$ cat src/status_pkg.sv
// Shared constants for the status register sets
package status_pkg;

    // Register data width and the writable value mask
    localparam int DATA_W = 16;
    localparam logic [15:0] VALUE_MASK = 16'h7FFF;

    // Register set selectors on the command port
    localparam logic [1:0] SET_DEVICE = 2'h0;
    localparam logic [1:0] SET_OPERATION = 2'h1;
    localparam logic [1:0] SET_CALIBRATING = 2'h2;

    // Register selectors inside a set
    localparam logic [2:0] REG_CONDITION = 3'h0;
    localparam logic [2:0] REG_EVENT = 3'h1;
    localparam logic [2:0] REG_ENABLE = 3'h2;
    localparam logic [2:0] REG_FALL_FILTER = 3'h3;
    localparam logic [2:0] REG_RISE_FILTER = 3'h4;

    // Bits in use in each set
    localparam logic [15:0] DEVICE_USED = 16'h407E;
    localparam logic [15:0] OPERATION_USED = 16'h1C31;
    localparam logic [15:0] CALIBRATING_USED = 16'h0006;

    // Device-status bit positions (channel B is one above channel A)
    localparam int DEV_PRESENT_A = 1;
    localparam int DEV_FAULT_A = 3;
    localparam int DEV_REAR_A = 5;
    localparam int DEV_KEY_PRESS = 14;

    // Operation bit positions
    localparam int OPER_CALIBRATING = 0;
    localparam int OPER_MEASURING = 4;
    localparam int OPER_TRIGGER_WAIT = 5;
    localparam int OPER_SENSOR_READ = 10;
    localparam int OPER_LOW_BOUND_FAIL = 11;
    localparam int OPER_HIGH_BOUND_FAIL = 12;

    // Calibrating-set bit position of channel A
    localparam int CAL_CHANNEL_A = 1;

    // Preset values of enables and filters
    localparam logic [15:0] OPER_ENABLE_PRESET = 16'h0000;
    localparam logic [15:0] OTHER_ENABLE_PRESET = 16'hFFFF;
    localparam logic [15:0] RISE_FILTER_PRESET = 16'hFFFF;
    localparam logic [15:0] FALL_FILTER_PRESET = 16'h0000;

endpackage : status_pkg

$ cat src/pin_sync.sv
// Two-stage synchroniser for a group of pin inputs
`timescale 1ns/10ps
module pin_sync
    import status_pkg::*;
#(
    parameter int WIDTH = 1
)
(
    // Clock and reset
    input wire logic clk,
    input wire logic srst,
    // Pins and their synchronised copy
    input wire logic [WIDTH-1:0] pin_in,
    output logic [WIDTH-1:0] pin_sync_out
);

    logic [WIDTH-1:0] stage1_reg; // Only read by the second stage

    // Both stages clear on reset; the second is the only reader of the first
    always_ff @(posedge clk)
    begin
        if (srst)
        begin
            stage1_reg <= '0;
            pin_sync_out <= '0;
        end
        else
        begin
            stage1_reg <= pin_in;
            pin_sync_out <= stage1_reg;
        end
    end

endmodule : pin_sync

$ cat src/status_reg_set.sv
// One status register set: condition, filters, event latch and enable mask
`timescale 1ns/10ps
module status_reg_set
    import status_pkg::*;
#(
    parameter logic [15:0] USED_MASK = 16'h7FFF,
    parameter logic [15:0] ENABLE_PRESET = 16'hFFFF
)
(
    // Clock and reset
    input wire logic clk,
    input wire logic srst,
    input wire logic preset,
    // Live condition and unfiltered event sources
    input wire logic [15:0] cond_in,
    input wire logic [15:0] force_event,
    // Write and read-clear requests
    input wire logic write_en,
    input wire logic [2:0] write_reg,
    input wire logic [15:0] write_data,
    input wire logic event_read,
    // Register contents
    output logic [15:0] cond_reg,
    output logic [15:0] event_reg,
    output logic [15:0] enable_reg,
    output logic [15:0] fall_reg,
    output logic [15:0] rise_reg,
    output logic summary
);

    localparam logic [15:0] KEEP = USED_MASK & VALUE_MASK; // Bit 15 never stored

    logic [15:0] cond_now; // Masked live condition
    logic [15:0] event_set; // Bits to latch this cycle
    logic [15:0] event_next;
    logic [15:0] wdata_kept;

    assign cond_now = cond_in & KEEP;
    assign wdata_kept = write_data & KEEP;
    // Filtered edges plus sources that ignore the filters
    assign event_set = ((cond_now & ~cond_reg & rise_reg) | (~cond_now & cond_reg & fall_reg)
                       | force_event) & KEEP;
    // A new event beats the clear of the same read
    assign event_next = (event_read ? 16'h0000 : event_reg) | event_set;
    assign summary = |(event_reg & enable_reg);

    // Condition history and event latch; power-on clears events
    always_ff @(posedge clk)
    begin
        if (srst)
        begin
            cond_reg <= 16'h0000;
            event_reg <= 16'h0000;
        end
        else
        begin
            cond_reg <= cond_now;
            event_reg <= event_next;
        end
    end

    // Enable and filters; preset leaves the event latch alone
    always_ff @(posedge clk)
    begin
        if (srst || preset)
        begin
            enable_reg <= ENABLE_PRESET & KEEP;
            rise_reg <= RISE_FILTER_PRESET & KEEP;
            fall_reg <= FALL_FILTER_PRESET & KEEP;
        end
        else if (write_en)
        begin
            if (write_reg == REG_ENABLE)
                enable_reg <= wdata_kept;
            if (write_reg == REG_FALL_FILTER)
                fall_reg <= wdata_kept;
            if (write_reg == REG_RISE_FILTER)
                rise_reg <= wdata_kept;
        end
    end

endmodule : status_reg_set

$ cat src/status_sets_top.sv
// Status reporting: device, operation and calibrating register sets behind a command port
//
// Overview of operation
// - Event read returns latch, then clears it.
// - Enable write keeps low 15 bits only; code keeps only the set's used bits.
// - Enable read returns stored value unchanged.
// - Falling filter write keeps low 15 bits; code keeps only the set's used bits.
// - Rising filter write keeps low 15 bits; code keeps only the set's used bits.
// - Filter reads return stored 15-bit value.
// - Device bits: present 1-2, fault 3-4, rear 5-6.
// - Present bit high while sensor attached.
// - Falling filter latches event on removal.
// - Rising filter latches event on attachment.
// - Fault on memory failure or both connectors.
// - Location bit high for rear connector.
// - Key press latches event bit 14.
// - Key event ignores filters; condition reads 0.
// - Operation summary bit positions as listed.
// - Bit 15 of sets always zero.
// - Calibrating bits 1 and 2, others unused.
// - Calibrating bit sets when zeroing/calibration begins.
// - Calibrating bit clears when activity finishes.
// - Full calibrate query also sets bit.
// - Condition read returns bits, no change.
// - Preset loads enables and filters per set.
`timescale 1ns/10ps
module status_sets_top
    import status_pkg::*;
(
    // Clock and reset
    input wire logic clk,
    input wire logic srst,
    // Command port from the command parser
    input wire logic cmd_valid,
    input wire logic cmd_write,
    input wire logic [1:0] cmd_set,
    input wire logic [2:0] cmd_reg,
    input wire logic [15:0] cmd_data,
    input wire logic preset_req,
    // Query answers
    output logic reply_valid,
    output logic [15:0] reply_data,
    // Sensor connector pins, index 0 is channel A
    input wire logic [1:0] front_attached,
    input wire logic [1:0] rear_attached,
    input wire logic [1:0] eeprom_fail,
    input wire logic key_press,
    // Calibration activity strobes from the measurement logic
    input wire logic [1:0] zero_start,
    input wire logic [1:0] cal_start,
    input wire logic [1:0] cal_all_start,
    input wire logic [1:0] cal_finish,
    // Operation summaries of child sets held elsewhere
    input wire logic measuring_sum,
    input wire logic trigger_wait_sum,
    input wire logic sensor_read_sum,
    input wire logic low_bound_fail,
    input wire logic high_bound_fail,
    // Per-channel calibrating flags
    output logic [1:0] calibrating
);

    // Decodes a command aimed at one set
    function automatic logic set_hit
    (
        input logic valid,
        input logic [1:0] set,
        input logic [1:0] want
    );
        set_hit = valid && (set == want);
    endfunction : set_hit

    // Synchronised pins
    logic [1:0] front_sync; // Front connector occupied
    logic [1:0] rear_sync; // Rear connector occupied
    logic [1:0] eeprom_sync; // Sensor memory failed
    logic key_sync; // Key level after the synchroniser
    logic key_seen_reg; // Delayed key level for edge detect
    logic key_pulse; // One cycle per key press

    // Per-set condition vectors
    logic [15:0] dev_cond;
    logic [15:0] oper_cond;
    logic [15:0] cal_cond;
    logic [15:0] dev_force;

    // Per-channel derived sensor state
    logic [1:0] present;
    logic [1:0] fault;
    logic [1:0] at_rear;

    // Calibrating flags
    logic [1:0] cal_begin;
    logic [1:0] calibrating_next;

    // Command decode
    logic hit_dev;
    logic hit_oper;
    logic hit_cal;
    logic do_write;
    logic do_read;
    logic event_query;

    // Device set outputs
    logic [15:0] dev_c; // Condition history
    logic [15:0] dev_e; // Event latch
    logic [15:0] dev_en; // Enable mask
    logic [15:0] dev_f; // Falling filter
    logic [15:0] dev_r; // Rising filter
    logic dev_summary; // No parent set here
    // Operation set outputs
    logic [15:0] oper_c;
    logic [15:0] oper_e;
    logic [15:0] oper_en;
    logic [15:0] oper_f;
    logic [15:0] oper_r;
    logic oper_summary; // Top of the tree
    // Calibrating set outputs
    logic [15:0] cal_c;
    logic [15:0] cal_e;
    logic [15:0] cal_en;
    logic [15:0] cal_f;
    logic [15:0] cal_r;
    logic cal_summary; // Feeds operation bit 0

    // Read path, one word per register kind
    logic [15:0] sel_c;
    logic [15:0] sel_e;
    logic [15:0] sel_en;
    logic [15:0] sel_f;
    logic [15:0] sel_r;
    logic [15:0] read_value;

    // Connector pins come from another domain, so they pass two flops first
    pin_sync #(.WIDTH(7)) u_pin_sync
    (
        .clk(clk),
        .srst(srst),
        .pin_in({key_press, eeprom_fail, rear_attached, front_attached}),
        .pin_sync_out({key_sync, eeprom_sync, rear_sync, front_sync})
    );

    // Key press edge; the delayed copy reads only the synchronised level
    always_ff @(posedge clk)
    begin
        if (srst)
        begin
            key_seen_reg <= 1'b0;
        end
        else
        begin
            key_seen_reg <= key_sync;
        end
    end

    assign key_pulse = key_sync & ~key_seen_reg;

    // Derived sensor state per channel
    assign present = front_sync | rear_sync;
    // Both connectors in use is treated as a fault on that channel
    assign fault = eeprom_sync | (front_sync & rear_sync);
    // Location bit means rear; front or no sensor reads zero
    assign at_rear = rear_sync;

    // Device condition vector; key bit is never a condition
    always_comb
    begin
        dev_cond = 16'h0000;
        dev_cond[DEV_PRESENT_A +: 2] = present;
        dev_cond[DEV_FAULT_A +: 2] = fault;
        dev_cond[DEV_REAR_A +: 2] = at_rear;
        dev_cond[DEV_KEY_PRESS] = 1'b0;
    end

    // Key press goes straight into the latch, bypassing the filters
    always_comb
    begin
        dev_force = 16'h0000;
        dev_force[DEV_KEY_PRESS] = key_pulse;
    end

    // Any of the three starts opens a calibrating window
    assign cal_begin = zero_start | cal_start | cal_all_start;
    // A start in the same cycle as a finish keeps the flag set
    assign calibrating_next = (calibrating & ~cal_finish) | cal_begin;

    // Calibrating flags, cleared at power-on
    always_ff @(posedge clk)
    begin
        if (srst)
        begin
            calibrating <= 2'b00;
        end
        else
        begin
            calibrating <= calibrating_next;
        end
    end

    // Calibrating condition vector
    always_comb
    begin
        cal_cond = 16'h0000;
        cal_cond[CAL_CHANNEL_A +: 2] = calibrating;
    end

    // Operation condition vector built from child summaries
    always_comb
    begin
        oper_cond = 16'h0000;
        oper_cond[OPER_CALIBRATING] = cal_summary;
        oper_cond[OPER_MEASURING] = measuring_sum;
        oper_cond[OPER_TRIGGER_WAIT] = trigger_wait_sum;
        oper_cond[OPER_SENSOR_READ] = sensor_read_sum;
        oper_cond[OPER_LOW_BOUND_FAIL] = low_bound_fail;
        oper_cond[OPER_HIGH_BOUND_FAIL] = high_bound_fail;
    end

    // Command decode; host values are taken as already rounded integers
    assign hit_dev = set_hit(cmd_valid, cmd_set, SET_DEVICE);
    assign hit_oper = set_hit(cmd_valid, cmd_set, SET_OPERATION);
    assign hit_cal = set_hit(cmd_valid, cmd_set, SET_CALIBRATING);
    assign do_write = cmd_valid && cmd_write;
    assign do_read = cmd_valid && !cmd_write;
    assign event_query = do_read && (cmd_reg == REG_EVENT);

    // Device set
    status_reg_set
    #(
        .USED_MASK(DEVICE_USED),
        .ENABLE_PRESET(OTHER_ENABLE_PRESET)
    )
    u_dev_set
    (
        .clk(clk),
        .srst(srst),
        .preset(preset_req),
        .cond_in(dev_cond),
        .force_event(dev_force),
        .write_en(hit_dev && do_write),
        .write_reg(cmd_reg),
        .write_data(cmd_data),
        .event_read(hit_dev && event_query),
        .cond_reg(dev_c),
        .event_reg(dev_e),
        .enable_reg(dev_en),
        .fall_reg(dev_f),
        .rise_reg(dev_r),
        .summary(dev_summary)
    );

    // Operation set; its enable presets to zeros
    status_reg_set
    #(
        .USED_MASK(OPERATION_USED),
        .ENABLE_PRESET(OPER_ENABLE_PRESET)
    )
    u_oper_set
    (
        .clk(clk),
        .srst(srst),
        .preset(preset_req),
        .cond_in(oper_cond),
        .force_event(16'h0000),
        .write_en(hit_oper && do_write),
        .write_reg(cmd_reg),
        .write_data(cmd_data),
        .event_read(hit_oper && event_query),
        .cond_reg(oper_c),
        .event_reg(oper_e),
        .enable_reg(oper_en),
        .fall_reg(oper_f),
        .rise_reg(oper_r),
        .summary(oper_summary)
    );

    // Calibrating set, summarised into the operation set
    status_reg_set
    #(
        .USED_MASK(CALIBRATING_USED),
        .ENABLE_PRESET(OTHER_ENABLE_PRESET)
    )
    u_cal_set
    (
        .clk(clk),
        .srst(srst),
        .preset(preset_req),
        .cond_in(cal_cond),
        .force_event(16'h0000),
        .write_en(hit_cal && do_write),
        .write_reg(cmd_reg),
        .write_data(cmd_data),
        .event_read(hit_cal && event_query),
        .cond_reg(cal_c),
        .event_reg(cal_e),
        .enable_reg(cal_en),
        .fall_reg(cal_f),
        .rise_reg(cal_r),
        .summary(cal_summary)
    );

    // Set selection; an unknown set reads all zeros
    assign sel_c = hit_dev ? dev_c : hit_oper ? oper_c : hit_cal ? cal_c : 16'h0000;
    assign sel_e = hit_dev ? dev_e : hit_oper ? oper_e : hit_cal ? cal_e : 16'h0000;
    assign sel_en = hit_dev ? dev_en : hit_oper ? oper_en : hit_cal ? cal_en : 16'h0000;
    assign sel_f = hit_dev ? dev_f : hit_oper ? oper_f : hit_cal ? cal_f : 16'h0000;
    assign sel_r = hit_dev ? dev_r : hit_oper ? oper_r : hit_cal ? cal_r : 16'h0000;

    // Register selection within the set
    always_comb
    begin
        case (cmd_reg)
            REG_CONDITION: read_value = sel_c;
            REG_EVENT: read_value = sel_e;
            REG_ENABLE: read_value = sel_en;
            REG_FALL_FILTER: read_value = sel_f;
            REG_RISE_FILTER: read_value = sel_r;
            default: read_value = 16'h0000;
        endcase
    end

    // Answer one cycle after a query; the event value is the one before the clear
    always_ff @(posedge clk)
    begin
        if (srst)
        begin
            reply_valid <= 1'b0;
            reply_data <= 16'h0000;
        end
        else
        begin
            reply_valid <= do_read;
            if (do_read)
                reply_data <= read_value & VALUE_MASK;
        end
    end

    // The device summary has no parent here; the operation summary is left unused as well
    logic unused_summary;
    assign unused_summary = dev_summary ^ oper_summary;

endmodule : status_sets_top

$ cat config.mk
export PLATFORM = sky130hd
export DESIGN_NAME = status_sets_top
export DESIGN_NICKNAME = d
export VERILOG_FILES = /design/src/status_pkg.sv /design/src/pin_sync.sv /design/src/status_reg_set.sv /design/src/status_sets_top.sv
export SDC_FILE = /design/constraint.sdc
export NUM_CORES = 1
export LEC_CHECK = 0
export BUFFER_PORTS_ARGS = -buffer_cell sky130_fd_sc_hd__buf_2
export CAP_MARGIN = 20
export CELL_PAD_IN_SITES_DETAIL_PLACEMENT = 0
export CELL_PAD_IN_SITES_GLOBAL_PLACEMENT = 1
export CORE_ASPECT_RATIO = 1.2
export CORE_MARGIN = 2
export CORE_UTILIZATION = 43
export CTS_CLUSTER_DIAMETER = 60
export CTS_CLUSTER_SIZE = 14
export DETAILED_ROUTE_END_ITERATION = 16
export GPL_ROUTABILITY_DRIVEN = 0
export PLACE_DENSITY = 0.89
export RECOVER_POWER = 25
export SETUP_SLACK_MARGIN = 0.1
export SYNTH_ARGS = -nofsm -noshare
export SYNTH_HDL_FRONTEND = slang
export SYNTH_SLANG_ARGS = --single-unit
$ cat constraint.sdc
create_clock -name clk -period 1.8 [get_ports clk]
set_clock_uncertainty 0.15 [all_clocks]
set_input_delay 0.27 -clock clk [delete_from_list [all_inputs] [get_ports clk]]
set_output_delay 0.27 -clock clk [all_outputs]
set_load 0.05 [all_outputs]
; ---- Yosys cells after proc, flatten, opt, wreduce, memory -nomap -nowiden
; Cells that the tools add are included.
[word_totals]
register_bits = 140
in_bits = 46
wordCells = 108
[classes]
eq_ne = 6
n_mux = 19
bitwise = 36
reduce_logical = 26
[ops]
columns = op, count
row1 = $mux 15, 6
row2 = $pmux 15 s5, 1
row3 = $mux 13, 5
row4 = $and 13x13->13, 4
row5 = $mux 16, 3
row6 = $and 15x15->15, 3
row7 = $or 15x15->15, 2
row8 = $not 13->13, 2
row9 = $reduce_and 2->1, 9
row10 = $and 16x3->16, 1
row11 = $or 16x13->16, 1
row12 = $or 16x15->16, 1
row13 = $or 16x3->16, 1
row14 = $reduce_or 16->1, 1
row15 = $and 7x15->15, 1
row16 = $not 15->15, 1
row17 = $not 7->15, 1
row18 = $or 13x13->13, 1
row19 = $and 3x3->3, 4
row20 = $logic_and 1x1->1, 12
row21 = $mux 3, 4
row22 = $or 2x2->2, 5
row23 = $eq 3x2->1 const B, 2
row24 = $not 3->3, 2
row25 = 13 further kinds, 14

; ---- Longest topological paths before layout
; Gate-level depths: netlist of the first run.
[logic_depth]
ltp_word = 8
ltp_mapped = 6

; ---- Cells and area by module
; Synthesis of the first run repeated with hierarchy kept, for this count alone.
[unflattened]
hier_cells = 1024
area_unflattened_um2 = 8584.5
[by_module_without_submodules]
columns = module, n_inst, cells_per_inst, area_each_um2, seq_area_each_um2
row1 = status_sets_top, 1, 500, 3527.1, 380.4
row2 = status_reg_set at u_dev_set, 1, 198, 1914.3, 700.7
row3 = status_reg_set at u_oper_set, 1, 182, 1737.9, 600.6
row4 = status_reg_set at u_cal_set, 1, 115, 997.2, 200.2
row5 = pin_sync, 1, 29, 407.9, 280.3

; ---- Worst setup path after synthesis of the first run
; Ideal clock, no wire load.
[synth_timing]
kind = input -> register
from = input port cmd_reg[1]
to = register u_dev_set.event_reg[5]
setup_ns = 0.128
arrival_time_ns = 1.273
t_required_ns = 1.522
slack_ns = 0.249
cell_stages = 6
path_buffers = 2
cell_sequence = buf_2 -> buf_4 -> nor4b_2 -> nand2_1 -> a21oi_1 -> nor2_1
[synth_between]
elab_chain_cells = 5
[synth_lines]
columns = element, line_no
row1 = from (decl), status_sets_top.sv:37  ; input wire logic [2:0] cmd_reg,
row2 = $eq 3x1->1, status_sets_top.sv:225  ; assign event_query = do_read && (cmd_reg == REG_EVENT);
row3 = $logic_and 1x1->1, status_sets_top.sv:225
row4 = $logic_and 1x1->1, status_sets_top.sv:243  ; .event_read(hit_dev && event_query),
row5 = $mux 16, status_reg_set.sv:44  ; assign event_next = (event_read ? 16'h0000 : event_reg) | event_set;
row6 = $or 16x15->16, status_reg_set.sv:44
row7 = to (signal assigned), status_reg_set.sv:58  ; event_reg <= event_next;
row8 = to (decl), status_reg_set.sv:24  ; output logic [15:0] event_reg,
; Every way passes these cells.
; A chain may end at the register's enable or synchronous reset.

; ---- Worst setup path after layout of the first run
[layout_timing]
from = input port cmd_reg[0]
to = register u_dev_set.rise_reg[6]
[layout_between]
elab_chain_cells = 2
[layout_lines]
columns = element, line_no
row1 = $eq 3x3->1, status_reg_set.sv:77  ; if (write_reg == REG_RISE_FILTER)
row2 = $reduce_and 2->1 (no line), --
row3 = to (signal assigned), status_reg_set.sv:68  ; rise_reg <= RISE_FILTER_PRESET & KEEP;
row4 = to (signal assigned), status_reg_set.sv:78  ; rise_reg <= wdata_kept;
row5 = to (decl), status_reg_set.sv:27  ; output logic [15:0] rise_reg,
; Every way passes these cells.

==> impl_metrics.json, run 1 <==
{
  "worstReg2RegEnd": "reply_data[2]$_SDFFE_PP0P_",
  "dr.first_iter.drc_count": 247,
  "antenna_found_initial": 0,
  "drc_errors": 0,
  "first_pass_iters": 4,
  "synthDistinctLibCells": 56,
  "antenna_cells": 0,
  "layout_setup_ws_ns": 0.300,
  "cts_max_level": 3,
  "async_flop_share_pct": 0,
  "grt_max_degree": 29,
  "routedWlPerCell_um": 16.6,
  "synthesis.area_um2": 4490,
  "critPathLaunchType": "primary input",
  "min_path_type": "in -> reg",
  "hp-start": "high_bound_fail",
  "rows": 40,
  "die_w_um": 97.3,
  "grt_use_total_pct": 21.2,
  "critPathMaxStageDelay_ns": 0.28,
  "period_needed_ns": 1.50,
  "fp.dieArea_um2": 11300,
  "insertion_delay_ns": 0.35,
  "largest_reg_flops": 11,
  "synth_edf_count": 0,
  "synth_cells": 480,
  "ys_seq_area_share_pct": 45.9,
  "place.detailed.hpwl_mm": 8.17,
  "pre_cts_ws_ns": -0.0543,
  "rsz0062_at_grt": "false",
  "final_nets": 601,
  "placed_area_um2": 5030,
  "top_level_ports": 65,
  "drv_cap": 0,
  "grt_first_pass_wirelength_mm": 18.5,
  "worstPathCellList": "buf_2 > buf_12 > nor3b_2 > buf_4 > nand3_2 > mux2i_1 > nand2_1",
  "power.density_nw_per_um2": 904,
  "maxSlewViolCount": 0,
  "clock_path_buffers": 2,
  "clkTransAtPathRegs_ns": 0.07,
  "worstReg2RegStart": "u_cal_set.fall_reg[2]$_SDFFE_PP0P_",
  "r2r_cells": 4,
  "path_class": "in -> reg",
  "syn_avg_cell_area_um2": 9.36,
  "n_fill_cell": 963,
  "fin_crit_sh_pct": 83.3,
  "max-slew-margin-rel_pct": 45.7,
  "die_h_um": 116,
  "via_per_inst": 5.51,
  "p_leak_nw": 2.24,
  "max_freq_mhz": 667,
  "cts-root-buf": "clkbuf_16",
  "status": "finished, final reports clean",
  "layout_commonest_cell": "dfxtp_1",
  "critPathArrivalTime_ns": 1.59,
  "cp_slowest_cell": "nand3_2",
  "vias": 3779,
  "worstMarginPinSlew_ns": 0.814,
  "critPathCaptureType": "register",
  "tns_ns": 0,
  "fin_area_um2": 5410,
  "start_util_pct": 44.4,
  "hold_viol_final": 0,
  "synth-seq-cells": 103,
  "overflow": 0,
  "synth-main-ff-cell": "dfxtp_1",
  "drt-total-wl_mm": 11.4,
  "ff2ff_setup_slack_ns": 0.31,
  "cts_sinks": 103,
  "drive_above_1_share_pct": 22.0,
  "layout-area-overhead-vs-synth_pct": 20.4,
  "grt_pass1_vias": 3587,
  "cts_tree": "done",
  "core_um2": 10100,
  "cts_buffers": 9,
  "peakVddDrop_uv": 499,
  "yosys_warnings": 0,
  "mostFrequentLayoutCells": "103 x dfxtp_1, 59 x nand2_1, 53 x buf_2",
  "hold_depth": 2,
  "crit_fanout": 8,
  "cts_resized": 0,
  "portBuffers": 54,
  "ant_nets": 0,
  "power_mw": 4.89,
  "largest_register": "reply_data",
  "holdPathEnd": "u_oper_set.cond_reg[12]$_SDFF_PP0_",
  "setup_viol": 0,
  "worst_ep_required_time_ns": 1.89
}
worst max-delay path, delay by kind of cell:
| kind | cells | cell delay [ns] |
|---|---|---|
| multiplexers | 1 | 0.26 |
| buffers and inverters | 3 | 0.51 |
| AND/OR/NAND/NOR | 3 | 0.54 |
what timing repair did:
item,CTS,global route
hold endpoints to repair,7,0
buffers inserted,0,0
setup endpoints to repair,0,0
hold buffers,7,0
metrics by stage:
| step | utilization (%) | hold slack (ns) | std cells |
|---|---|---|---|
| final | 53.5 | 0.0138 | 686 |
| after global routing | 53.5 | 0.0273 | 686 |
| after CTS | 53.5 | 0.00445 | 686 |
| after detailed placement | 49.8 | 0.274 | 663 |
| after global placement | 49.8 | 0.266 | 663 |
| after floorplan | - | 0.245 | 484 |
synthesized netlist by cell type (all sizes together), types with 7 or more instances:
library cell | n | area share, %
dfxtp | 103 | 46
nand2 | 59 | 4.9
mux2i | 40 | 8.9
nor2 | 36 | 3.0
nand3 | 29 | 3.5
nor2b | 28 | 3.9
a21oi | 27 | 3.0
buf | 25 | 3.8
o21ai | 21 | 2.3
nand3b | 13 | 2.2
a31oi | 9 | 1.3
clkbuf | 9 | 0.75
nor3b | 9 | 1.7
mux2 | 7 | 1.8
worst max path at each step:
stage          startpoint  slack, ns                              endpoint
6_report       cmd_reg[0]       0.30    u_dev_set.rise_reg[6]$_SDFFE_PP1P_
5_1_grt              srst       0.19   u_oper_set.fall_reg[0]$_SDFFE_PP0P_
4_1_cts        cmd_reg[0]       0.31    u_dev_set.rise_reg[6]$_SDFFE_PP1P_
3_5_place_dp   cmd_set[0]      -0.05  u_oper_set.rise_reg[11]$_SDFFE_PP1P_
3_3_place_gp   cmd_reg[0]     -0.003   u_dev_set.rise_reg[14]$_SDFFE_PP1P_
2_1_floorplan  cmd_reg[1]       0.25     u_dev_set.event_reg[5]$_SDFF_PP0_
layer usage:
| metal | vias to the layer above | GRT usage [%] | wire, µm |
|---|---|---|---|
| met5 | - | 0 | 0 |
| met1 | 1827 | 25.2 | 4910 |
| met3 | 18 | 3.86 | 506 |
| met2 | 90 | 37.0 | 5690 |
| met4 | 0 | 10.9 | 288 |
| li1 | 1844 | - | - |
cell type report:
cell class,count,area (µm²),share of cell area [%]
clock buffers,11,243,4.49
clock inverters,5,63.8,1.18
inverters,4,15.0,0.278
multi-input cells,343,2230,41.3
flip-flops and latches,103,2060,38.1
well taps,126,158,2.92
repair buffers,94,633,11.7
where the power goes:
part	switching [mW]	internal, mW	total [mW]	leakage [nW]
sequential	0.0387	2.34	2.38	0.841
clock	0.866	1.13	2.00	0.152
combinational	0.295	0.213	0.508	1.25
cell families (layout without fill, tap and decap cells):
family	Yosys count	after routing	synth area share, %
AND/OR/NAND/NOR	205	205	24.9
buffers and inverters	38	114	4.85
AO/OA/AOI/OAI	81	81	11.0
multiplexers	52	52	13.2
other	1	5	0.0835
flip-flops	103	103	45.9
No activity file was read; power rests on OpenSTA's default activity.
==> run 2, diff against run 1 <==
==> constraint.sdc (replaced) <==
create_clock -name clk -period 1.4 [get_ports clk]
set_clock_uncertainty 0.15 [all_clocks]
set_input_delay 0.21 -clock clk [delete_from_list [all_inputs] [get_ports clk]]
set_output_delay 0.21 -clock clk [all_outputs]
set_load 0.05 [all_outputs]
==> impl_metrics.json, run 2 (synthesis gave the netlist of run 1 again) <==
{
  "status": "finished, final reports clean",
  "p_leak_nw": 2.50,
  "power.density_nw_per_um2": 1030,
  "critPathMaxStageDelay_ns": 0.33,
  "gr-max-usage-layer": "met2",
  "rows": 40,
  "r2r_cells": 4,
  "clkTransAtPathRegs_ns": 0.08,
  "period_needed_ns": 1.37,
  "hold_depth": 3,
  "core_um2": 10100,
  "use_met1_pct": 25.8,
  "maxSlewViolCount": 0,
  "cts_buffers": 9,
  "critPathArrivalTime_ns": 1.44,
  "p_int_mw": 4.63,
  "layout-area-overhead-vs-synth_pct": 34.4,
  "die_h_um": 116,
  "peakVddDrop_uv": 600,
  "drt-total-wl_mm": 12.2,
  "mostFrequentLayoutCells": "96 x dfxtp_1, 55 x nand2_1, 54 x buf_4",
  "p_sw_share_pct": 25.8,
  "start_util_pct": 44.4,
  "ant_nets": 0,
  "antenna_cells": 0,
  "grt_max_degree": 33,
  "regArea_um2": 2070,
  "grt_use_total_pct": 22.0,
  "insertion_delay_ns": 0.34,
  "power_frac_comb_pct": 12.9,
  "cp_slowest_cell": "dfxtp_2",
  "crit_fanout": 2,
  "power_mw": 6.24,
  "overflow": 0,
  "critPathCaptureType": "register",
  "drv_cap": 0,
  "layout_commonest_cell": "dfxtp_1",
  "final_nets": 649,
  "tns_ns": 0,
  "path_class": "reg -> reg",
  "drive_above_1_share_pct": 29.4,
  "die_w_um": 97.3,
  "routedWlPerCell_um": 16.6,
  "met2_usage_pct": 40.6,
  "rsz0062_at_grt": "true",
  "cts-root-buf": "clkbuf_16",
  "worstReg2RegStart": "u_cal_set.fall_reg[2]$_SDFFE_PP0P_",
  "fp.dieArea_um2": 11300,
  "worstReg2RegEnd": "reply_data[2]$_SDFFE_PP0P_",
  "hold_viol_final": 0,
  "crit_family": "compound AO/OA/AOI/OAI gates",
  "cts_sinks": 103,
  "worst_ep_required_time_ns": 1.47,
  "dr.first_iter.drc_count": 263,
  "drc_errors": 0,
  "multi_input_area_um2": 2380,
  "hp-start": "cmd_valid",
  "critPathLaunchType": "register",
  "largest_reg_flops": 11,
  "p_sw_mw": 1.61,
  "grtUsageMet3_pct": 2.77,
  "place.detailed.hpwl_mm": 8.71,
  "n_fill_cell": 881,
  "first_pass_iters": 5,
  "clock_path_buffers": 2,
  "top_level_ports": 65,
  "min_path_type": "in -> reg",
  "worstMarginPinSlew_ns": 0.672,
  "fin_crit_sh_pct": 97.7,
  "largest_register": "reply_data",
  "antenna_found_initial": 0,
  "worstPathCellList": "mux2_4 > and4_1 > o311ai_1 > a21oi_1",
  "utilization_pct": 59.7,
  "holdPathEnd": "reply_data[2]$_SDFFE_PP0P_",
  "max_freq_mhz": 731,
  "max-slew-margin-rel_pct": 55.2,
  "clockPowerShare_pct": 37.9,
  "setup_viol": 0,
  "path_buf_inv": 0,
  "cts_tree": "done",
  "via_per_inst": 5.40,
  "vias": 3966,
  "grt_pass1_vias": 3998,
  "portBuffers": 54,
  "p_seq_share_pct": 49.2,
  "ff2ff_setup_slack_ns": 0.03,
  "cts_max_level": 3,
  "grt_first_pass_wirelength_mm": 19.7
}
[run 2: stage by stage]
| stage | cells | setup WS, ns | cell area [µm²] | hold WS (ns) |
|---|---|---|---|---|
| 6_report | 734 | 0.0317 | 6040 | 0.0189 |
| 2_1_floorplan | 484 | -0.0311 | 4670 | 0.185 |
| 5_1_grt | 734 | -0.000327 | 6040 | 0.0206 |
| 3_3_place_gp | 685 | -0.272 | 5290 | 0.268 |
| 4_1_cts | 731 | 0.0244 | 5940 | 0.0372 |
| 3_5_place_dp | 685 | -0.303 | 5290 | 0.277 |
[run 2: worst max path at each step]
stage	start	end	slack, ns	depth (start not counted)
floorplan	cmd_set[0]	u_dev_set.fall_reg[14]$_SDFFE_PP0P_	-0.03	6
global placement	cmd_valid	u_dev_set.fall_reg[6]$_SDFFE_PP0P_	-0.27	6
detailed placement	cmd_reg[0]	reply_data[10]$_SDFFE_PP0P_	-0.30	5
CTS	u_cal_set.fall_reg[2]$_SDFFE_PP0P_	reply_data[2]$_SDFFE_PP0P_	0.02	4
global route	u_cal_set.enable_reg[2]$_SDFFE_PP1P_	reply_data[2]$_SDFFE_PP0P_	-0.0003	4
finish	u_cal_set.fall_reg[2]$_SDFFE_PP0P_	reply_data[2]$_SDFFE_PP0P_	0.03	4
[run 2: repair_timing]
action	4_1_cts	5_1_grt
setup endpoints to repair	46	55
resized for setup	28	23
hold buffers	27	0
endpoints found under the hold margin	23	0
gates cloned	0	0
pin swaps	3	2
buffers inserted	3	3
[run 2: worst reg2reg max path, delay by kind of cell, from the launching register on]
kind / cells / cell delay (ns)
AO/OA/AOI/OAI: 2 / 0.34
flip-flops: 1 / 0.33
AND/OR/NAND/NOR: 1 / 0.17
multiplexers: 1 / 0.25
[run 2: cell type report]
type | count | share of cell area [%]
multi-input combinational | 343 | 39.4
sequential | 103 | 34.3
timing repair buffer | 142 | 18.8
clock buffer | 11 | 3.86
tap | 126 | 2.61
clock inverter | 5 | 0.726
inverter | 4 | 0.249
[run 2: per-layer routing]
metal  vias up  routed length (µm)
met1      1883                5070
met4         0                 364
li1       1937                   -
met2       121                6200
met3        25                 513
met5         -                   0
[run 2: power groups by stage]
| stage | Combinational, mW | Sequential, mW | Clock, mW |
|---|---|---|---|
| 4_1_cts | 0.780 | 3.07 | 2.41 |
| 6_report | 0.803 | 3.07 | 2.36 |
| 2_1_floorplan | 0.429 | 3.15 | 0 |
| 3_5_place_dp | 0.697 | 3.13 | 0 |
| 5_1_grt | 0.866 | 3.08 | 2.52 |
| 3_3_place_gp | 0.682 | 3.13 | 0 |
